File: src/design/rfs_defines.vh
// Purpose: Constants for the receive channel filter and signal strength block.
// Assumes: APB with 32-bit data, one register per aligned word.
// Notes: Offsets are byte addresses.
`ifndef RFS_DEFINES_VH
`define RFS_DEFINES_VH
`define RFS_OFF_BWCFG 12'h000
`define RFS_OFF_INST 12'h004
`define RFS_OFF_PKT 12'h008
`define RFS_OFF_STAT 12'h00c
`define RFS_OFF_CLR 12'h010
`define RFS_OFF_IEN 12'h014
`define RFS_OFF_DIV 12'h018
`define RFS_BW_RESET 5'h15
`define RFS_MANT_LSB 3
`define RFS_EXP_MSB 2
`define RFS_DIV_16 5'h10
`define RFS_DIV_20 5'h14
`define RFS_DIV_24 5'h18
`define RFS_TAPS 16
`define RFS_ST_PKT 0
`define RFS_ST_RSV 1
`define RFS_ST_BWUPD 2
`endif

File: src/design/rfs_top.v
// Purpose: Sixteen-tap channel filter with programmable bandwidth and signal strength reporting.
// Assumes: Inputs are synchronous to core_clk; samples arrive with sample_valid.
// Notes: Bandwidth is given as a decimation divisor, mantissa times two to the exponent plus two.
//
// Chosen here: the register addresses and the APB register port.
`timescale 1ns/10ps
`default_nettype none
`include "rfs_defines.vh"

// Function
// - Sixteen-tap FIR filter rejects out-of-channel signal.
// - Bandwidth equals oscillator over mantissa times 2^(exp+2).
// - Mantissa codes 00,01,10 give 16,20,24.
// - Only exponent 1..7 with defined mantissas valid.
// - Per-packet strength averages instantaneous strength.
module rfs_top (
  input wire core_clk,
  input wire resetn,
  input wire psel,
  input wire penable,
  input wire pwrite,
  input wire [11:0] paddr,
  input wire [31:0] pwdata,
  output reg [31:0] prdata,
  output wire pready,
  output wire pslverr,
  input wire sample_valid,
  input wire signed [15:0] sample_in,
  input wire [7:0] strength_in,
  input wire header_valid_event,
  input wire receive_done_event,
  input wire filter_reconfig,
  output reg signed [15:0] filt_out,
  output reg filt_valid,
  output wire irq
);
  // ************************************************************
  // Register bus
  // ************************************************************
  reg [4:0] bw_cfg_q;
  reg [4:0] bw_act_q;
  reg [7:0] inst_q;
  reg [7:0] pkt_q;
  reg [2:0] stat_q;
  reg [2:0] ien_q;
  wire [7:0] divisor;
  // Zero-wait slave: pready is tied high, so every access completes in its first access cycle.
  // Read data is a mux of flops and the divisor decoded from them, which keeps the bus path free of extra state.
  // Unmapped offsets raise pslverr in the access phase and change nothing.
  wire acc = psel & penable;
  wire wr = acc & pwrite;
  wire [1:0] filter_mantissa_code = bw_act_q[4:`RFS_MANT_LSB];
  wire [2:0] filter_exponent = bw_act_q[`RFS_EXP_MSB:0];
  reg bad_addr;
  assign pready = 1'b1;
  assign pslverr = acc & bad_addr;
  always @* begin
    bad_addr = 1'b0;
    prdata = 32'h0;
    if (paddr == `RFS_OFF_BWCFG) begin
      prdata = {27'h0, bw_cfg_q};
    end else if (paddr == `RFS_OFF_INST) begin
      prdata = {24'h0, inst_q};
    end else if (paddr == `RFS_OFF_PKT) begin
      prdata = {24'h0, pkt_q};
    end else if (paddr == `RFS_OFF_STAT) begin
      prdata = {29'h0, stat_q};
    end else if (paddr == `RFS_OFF_CLR) begin
      prdata = 32'h0;
    end else if (paddr == `RFS_OFF_IEN) begin
      prdata = {29'h0, ien_q};
    end else if (paddr == `RFS_OFF_DIV) begin
      prdata = {24'h0, divisor};
    end else begin
      bad_addr = 1'b1;
    end
  end
  // ************************************************************
  // Bandwidth decode
  // ************************************************************
  // Mantissa code 11 and exponent 0 are reserved; setting_ok flags them should they reach the active copy.
  // Writes are screened, so in practice only legal settings are decoded here.
  reg [4:0] mant_div;
  reg setting_ok;
  always @* begin
    mant_div = `RFS_DIV_16;
    setting_ok = 1'b1;
    case (filter_mantissa_code)
      2'b00: mant_div = `RFS_DIV_16;
      2'b01: mant_div = `RFS_DIV_20;
      2'b10: mant_div = `RFS_DIV_24;
      default: setting_ok = 1'b0;
    endcase
    if (filter_exponent == 3'h0) begin
      setting_ok = 1'b0;
    end
  end
  // Divisor is mantissa times 2^(exp+2); held as mantissa and shift to stay narrow.
  assign divisor = {3'h0, mant_div};
  wire [3:0] shift = {1'b0, filter_exponent} + 4'h2;
  // Reserved settings leave the last good one running rather than stalling the filter.
  wire rsv_write = wr && (paddr == `RFS_OFF_BWCFG) &&
    ((pwdata[4:3] == 2'b11) || (pwdata[2:0] == 3'h0));
  // ************************************************************
  // Decimation counter and FIR
  // ************************************************************
  reg [15:0] dec_cnt_q;
  wire [15:0] dec_lim = ({8'h0, divisor} << shift) - 16'h1;
  reg signed [15:0] tap_q [0:`RFS_TAPS-1];
  reg signed [23:0] acc_sum;
  integer i;
  integer j;
  // The output is the mean of the last sixteen samples, one per decimation period.
  // The counter restarts whenever it meets a smaller limit after a bandwidth change.
  always @* begin
    acc_sum = 24'sh0;
    for (i = 0; i < `RFS_TAPS; i = i + 1) begin
      acc_sum = acc_sum + {{8{tap_q[i][15]}}, tap_q[i]};
    end
  end
  always @(posedge core_clk or negedge resetn) begin
    if (!resetn) begin
      for (j = 0; j < `RFS_TAPS; j = j + 1) begin
        tap_q[j] <= 16'sh0;
      end
      dec_cnt_q <= 16'h0;
      filt_out <= 16'sh0;
      filt_valid <= 1'b0;
    end else begin
      filt_valid <= 1'b0;
      if (sample_valid) begin
        tap_q[0] <= sample_in;
        for (j = 1; j < `RFS_TAPS; j = j + 1) begin
          tap_q[j] <= tap_q[j-1];
        end
        if (dec_cnt_q >= dec_lim) begin
          dec_cnt_q <= 16'h0;
          filt_out <= acc_sum[19:4];
          filt_valid <= 1'b1;
        end else begin
          dec_cnt_q <= dec_cnt_q + 16'h1;
        end
      end
    end
  end
  // ************************************************************
  // Configuration, strength and interrupts
  // ************************************************************
  reg rx_pkt_q;
  reg [15:0] sum_q;
  reg [7:0] cnt_q;
  reg [2:0] ev;
  wire pkt_ev = receive_done_event & rx_pkt_q;
  wire clr_wr = wr && (paddr == `RFS_OFF_CLR);
  // A clear that meets a new event in the same cycle loses, so no event is ever dropped.
  always @* begin
    ev = 3'h0;
    ev[`RFS_ST_PKT] = pkt_ev;
    ev[`RFS_ST_RSV] = rsv_write;
    ev[`RFS_ST_BWUPD] = filter_reconfig & setting_ok;
  end
  assign irq = |(stat_q & ien_q);
  always @(posedge core_clk or negedge resetn) begin
    if (!resetn) begin
      bw_cfg_q <= `RFS_BW_RESET;
      bw_act_q <= `RFS_BW_RESET;
      ien_q <= 3'h0;
      stat_q <= 3'h0;
    end else begin
      if (wr && (paddr == `RFS_OFF_BWCFG) && !rsv_write) begin
        bw_cfg_q <= pwdata[4:0];
      end
      if (wr && (paddr == `RFS_OFF_IEN)) begin
        ien_q <= pwdata[2:0];
      end
      if (filter_reconfig) begin
        bw_act_q <= bw_cfg_q;
      end
      stat_q <= (stat_q & ~(clr_wr ? pwdata[2:0] : 3'h0)) | ev;
    end
  end
  // ************************************************************
  // Signal strength
  // ************************************************************
  // The packet value is the running average between header and done.
  // A packet that ends before any averaging step reports the last sample.
  always @(posedge core_clk or negedge resetn) begin
    if (!resetn) begin
      inst_q <= 8'h0;
      pkt_q <= 8'h0;
      rx_pkt_q <= 1'b0;
      sum_q <= 16'h0;
      cnt_q <= 8'h0;
    end else begin
      inst_q <= strength_in;
      if (header_valid_event) begin
        rx_pkt_q <= 1'b1;
        sum_q <= {8'h0, strength_in};
        cnt_q <= 8'h1;
      end else if (rx_pkt_q && receive_done_event) begin
        rx_pkt_q <= 1'b0;
        pkt_q <= (cnt_q <= 8'h1) ? strength_in : sum_q[15:8];
      end else if (rx_pkt_q && cnt_q != 8'h0) begin
        // Running average with weight 1/256 keeps it in one adder.
        sum_q <= sum_q - {8'h0, sum_q[15:8]} + {8'h0, strength_in};
        if (cnt_q == 8'h1) begin
          sum_q <= {strength_in, 8'h0};
        end
        cnt_q <= 8'h2;
      end
    end
  end
endmodule
`default_nettype wire

File: config.mk
export PLATFORM = sky130hd
export DESIGN_NAME = rfs_top
export DESIGN_NICKNAME = d
export VERILOG_FILES = /design/src/design/rfs_top.v
export VERILOG_INCLUDE_DIRS = /design/src /design/src/design
export SDC_FILE = /design/constraint.sdc
export NUM_CORES = 1
export LEC_CHECK = 0
export BUFFER_PORTS_ARGS = -buffer_cell sky130_fd_sc_hd__buf_2
export CAP_MARGIN = 0
export CORE_MARGIN = 8
export CORE_UTILIZATION = 55
export CTS_BUF_LIST = sky130_fd_sc_hd__clkbuf_2
export CTS_CLUSTER_DIAMETER = 120
export DETAILED_ROUTE_END_ITERATION = 8
export GPL_ROUTABILITY_DRIVEN = 1
export GPL_TIMING_DRIVEN = 0
export PLACE_DENSITY = 0.79
export SETUP_SLACK_MARGIN = 0.2
export SYNTH_ARGS = -nofsm -noshare
export SYNTH_HDL_FRONTEND = slang
export SYNTH_SLANG_ARGS = --single-unit
File: constraint.sdc
create_clock -name core_clk -period 10.2 [get_ports core_clk]
set_input_delay 1.02 -clock core_clk [delete_from_list [all_inputs] [get_ports core_clk]]
set_output_delay 1.02 -clock core_clk [all_outputs]
set_load 0.01 [all_outputs]
Word-level counts from Yosys, hierarchy flattened
Cells that the tools add are included.

Word-level logic and storage cells: 124. Input port bits: 77. Output and inout port bits: 52. Register bits: 346.

$lt $le $gt $ge: 2. Bitwise operators: 10. Multiplexer cells: 31. Equality and inequality tests: 11. Add/subtract/negate cells: 20. Reduce and logical (&&, ||, !) cells: 21. Shift-type cells: 1.

Operator list (number): $add 20x20->20 (7); $add 20x16->20 (4); $mux 16 (5); $mux 8 (6); $eq 12x5->1 const B (3); $mux 32 (1); $eq 12x4->1 const B (2); $add 19x16->20 (1); $mux 5 (4); $add 18x16->19 (1); $add 17x16->18 (1); $add 16x16->17 (1); $add 16x1->16 const B (1); $add 16x8->16 (1); $ge 16x16->1 (1); $shl 5x4->16 (1); $sub 16x1->16 const B (1); $sub 16x8->16 (1); $mux 1 (13); $eq 12x3->1 const B (1); $logic_not 12->1 (1); $eq 8x1->1 const B (1); $le 8x1->1 const B (1); $pmux 4 s2 (1); 19 further kinds (36).

Longest topological paths before layout
Depth in word-level cells: 15. Depth in mapped cells: 20. Mapped depth without buffers: 19.

Worst setup path after synthesis
No wires, ideal clock.

Kind: flip-flop to flip-flop. From: register tap_q[102] (netlist bit). To: register filt_out[15]. Required time: 10118 ps. Path buffers: 0. Path slack: 4961 ps. Clock period less this slack: 5239 ps. Data arrival time: 5157 ps. Setup time: 82 ps. Stages on the path, launching flop included: 18. Cell sequence: dfrtp_1 > fa_1 > inv_1 > fa_1 > inv_1 > fa_1 > fa_1 > fa_1 > inv_1 > fa_1 > inv_1 > ha_1 > o211ai_1 > a21boi_2 > and3_1 > a211o_1 > or3_1 > a31oi_1.

Cells in the longest elaborated chain, start to end: 7.

Ends and longest elaborated chain: start: declaration (line rfs_top.v:109) `` reg signed [15:0] tap_q [0:`RFS_TAPS-1]; ``; start signal: indexed assignment (line rfs_top.v:134) `tap_q[j] <= tap_q[j-1];`; $add 20x20->20 (7 in a row) (line rfs_top.v:118) `acc_sum = acc_sum + {{8{tap_q[i][15]}}, tap_q[i]};`; end signal: assignment (line rfs_top.v:138) `filt_out <= acc_sum[19:4];`; end: declaration (line rfs_top.v:33) `output reg signed [15:0] filt_out,`.

Every way passes these cells. A chain may end at the register's enable or synchronous reset.

Final worst setup path
From: register tap_q[53] (netlist bit). To: register filt_out[15].

Cells in the longest elaborated chain, start to end: 4.

Ends and longest elaborated chain (line): $add 20x20->20 (4 in a row) (rfs_top.v:118).

Every way passes these cells.

==> summary by stage <==
Route
Dividing the detail-routed via count by the number of cells gives 5.30. The remaining antenna violation count is 0. The initial detailed-routing violation count is 953. Summing over every cut layer, the via total after detailed routing is 15,113. In the final routed layout, each cell accounts on average for 17.4 um. The first TritonRoute pass finished after 7 iterations. The detailed-route wire length is 49,500 um. For this run, design rule violations remaining after detail routing come to 0.

Critical path
The startpoint of the most critical setup path is tap_q[53]$_DFFE_PN0P_. At the worst endpoint, the required time is 11,020 ps. STA classifies the critical path endpoint as a register. The launching element type of the critical path is a register. The signal arrival time at the worst endpoint is 6570 ps. The worst register-to-register path ends at filt_out[15]$_DFFE_PN0P_. In this run the critical register-to-register path is launched from tap_q[53]$_DFFE_PN0P_. The length in cells of the worst reg-to-reg path is 17.

The critical path is of the reg2reg type. In this run the worst path has a maximum fanout of 5. The last element of the critical path is filt_out[15]$_DFFE_PN0P_. The setup check on the worst reg-to-reg path leaves a slack of 4450 ps.

Synthesis
The area share of the leading cell type in the synthesized netlist is 38.4%. The synthesized netlist occupies a cell area of 21,800 um2. For this run, asynchronously set or reset flops after synthesis account for 100%. The dominant register cell in the synthesized netlist is dfrtp_1. The instance count of the mapped netlist is 2,076. The average instance in the mapped netlist occupies 10.5 um2.

The count of state elements after synthesis is 340. The sequential cell area fraction in the yosys report is 39.1%. The commonest cells after synthesis are 419 x inv_1, 334 x dfrtp_1, 239 x fa_1.

The most common cell in the synthesized netlist is inv_1. The cell type with the largest total area after synthesis is dfrtp_1. By area the synthesized netlist is led by dfrtp_1 38%, fa_1 22%, inv_1 7.2%, mux2_2 5.8%, o21ai_0 4.7%.

Counting flops with a built-in enable in the synthesized netlist gives 0. The total of warnings raised by yosys is 0. The number of distinct standard cells referenced by the synthesized netlist is 81.

STA
Setup violations remaining at the end of the flow were counted as 0. The worst path uses 56.4% of the clock period. The count of final max-slew check failures is 0. The hold violation count in the final report is 0. Across all hold checks on the routed design, the worst slack comes to 182 ps.

The maximum frequency from static timing analysis is 0.174 GHz. Summed over all failing endpoints, the final setup total negative slack is 0 ps. For the finished layout, the period the worst path requires is 5750 ps.

Measured against its own limit, the worst slew margin works out to 31.7%. Setup repair after global routing left no endpoint under its margin. The clock skew after layout is 69.8 ps. At the pin with the least slew margin, the transition time is 1020 ps.

GRT
The initial antenna violation count was 3. Entering global routing, the biggest net connects 117 pins. Summed over all layers, the global routing overflow is 0. The first global-routing pass estimated 83,300 um of wire. The all-layer global routing usage is 22.1%. The via count of the first global-routing pass is 16,424.

Floorplan
The site row count is 73. The core box area is 39,500 um2. For this configuration, the core starts out at a cell density of 55.2%.

For this design the top-level I/O count stands at 129. The die outline width is 215 um. The die area is 46,200 um2. The floorplan step set the die height to 215 um.

Clocking
The root buffer cell chosen for the clock tree is clkbuf_2. The number of cells upsized or downsized after cts is 0. The TritonCTS clock tree is done. The number of clock buffers inserted by TritonCTS is 90. The clock reaches the later pin of the worst-skew pair after 930 ps. The TritonCTS sink count is 340.

The quantity of hold-fixing buffers added after cts is 0. After clock tree synthesis, the clock-pin slew on the worst setup and hold paths is 110 ps. The number of buffers between clock root and the deepest sink is 3. In this run the number of H-tree levels came out at 3. The post-CTS setup buffer count is 0.

Cells and area
At the end of the flow, the number of nets in the layout was 2,639. In the final layout, the share of cells above drive strength 1 is 17.0%. Measured on the finished design, the core utilization comes to 60.1%. The area growth from synthesis to layout is 8.91%. After filler insertion, the fill cell instance count of the layout stands at 3,207.

Flow run
Max-cap violations in this run came to 0.

Place
The final HPWL from detailed placement is 38,800 um. The routability-driven placement congestion ratio is 0.862. The count of port buffers added during placement is 72.

Hold path
The class of the tightest hold or removal check is in2async.

Run status
The flow ran to the end, and the final reports show no timing, DRC or antenna violations.
-- worst min path at each step --
stage	start	endpoint	depth (start not counted)
global route	resetn	filt_out[3]$_DFFE_PN0P_	1
global placement	tap_q[185]$_DFFE_PN0P_	tap_q[169]$_DFFE_PN0P_	2
CTS	resetn	tap_q[160]$_DFFE_PN0P_	1
detailed placement	tap_q[219]$_DFFE_PN0P_	tap_q[203]$_DFFE_PN0P_	2
finish	resetn	filt_out[7]$_DFFE_PN0P_	1
floorplan	pkt_q[4]$_DFFE_PN0P_	pkt_q[4]$_DFFE_PN0P_	2
-- layer usage --
metal  vias up  wire length [um]  track usage [%]
li1       6976                 -                -
met1      7580             20000             27.2
met2       447             25600             38.6
met3       110              2470             4.02
met4         0              1480             8.03
met5         -                 0                0
-- cell usage in the layout, fill, tap and decap left out, drive strengths merged, types with 8 or more instances in the layout --
| cell | instances |
|---|---|
| inv | 422 |
| dfrtp | 334 |
| fa | 239 |
| nand2 | 236 |
| o21ai | 213 |
| clkbuf | 189 |
| buf | 124 |
| mux2 | 118 |
| ha | 58 |
| a21oi | 54 |
| nor2 | 43 |
| conb | 25 |
| nor3 | 21 |
| nand3 | 21 |
| xnor2 | 19 |
| mux2i | 15 |
| xor2 | 15 |
| a21o | 11 |
| and3 | 10 |
| nor2b | 8 |
| nand2b | 8 |
| o31ai | 8 |
| o211ai | 8 |
| a211oi | 8 |
-- cell type report --
| type | count | area, um2 | share of cell area (%) |
|---|---|---|---|
| Clock buffer | 139 | 696 | 2.93 |
| Multi-Input combinational cell | 1239 | 11300 | 47.5 |
| Tap cell | 525 | 657 | 2.77 |
| Sequential cell | 340 | 8520 | 35.9 |
| Antenna cell | 3 | 7.51 | 0.0316 |
| Inverter | 420 | 1580 | 6.66 |
| Clock inverter | 10 | 68.8 | 0.290 |
| Buffer | 100 | 502 | 2.11 |
| Timing Repair Buffer | 74 | 425 | 1.79 |
-- kinds of logic after synthesis --
group                      synth area share, %
buffers and inverters                     9.55
DFF                                       39.1
and+or+nand+nor                           7.57
AOI/OAI and AO/OA                         10.3
xor gates and xnor gates                  1.37
adders and majority gates                 25.3
muxes                                     6.79
other                                   0.0345
-- registers in the layout, indices dropped and copies added, names as in the netlist --
name,count
tap_q,256
bw_act_q,5
dec_cnt_q,16
bw_cfg_q,5
sum_q,16
inst_q,8
filt_valid,1
pkt_q,8
filt_out,16
stat_q,3
rx_pkt_q,1
ien_q,3
cnt_q,2
-- worst max-delay path, stage by stage (launching register included) --
cell and delay, ps:
dfrtp_1 360, inv_1 70, fa_1 550, inv_1 70, fa_1 580, fa_1 480
fa_1 550, fa_1 590, inv_1 70, fa_1 540, inv_1 40, ha_1 360
a21oi_2 190, and2_1 190, nand3_1 210, a211o_1 340, or3_1 310, a31oi_1 160
-- through the flow --
step / cells / cell area, um2 / setup slack [ps]
floorplan: 2099 / 21900 / 4960
global placement: 2696 / 22900 / 1580
detailed placement: 2698 / 23000 / 4520
CTS: 2847 / 23700 / 4450
global route: 2849 / 23700 / 4200
finish: 2850 / 23700 / 4450
Power is not shown: default switching activity piles up to over one toggle a cycle in this logic, so the estimate is an artifact.
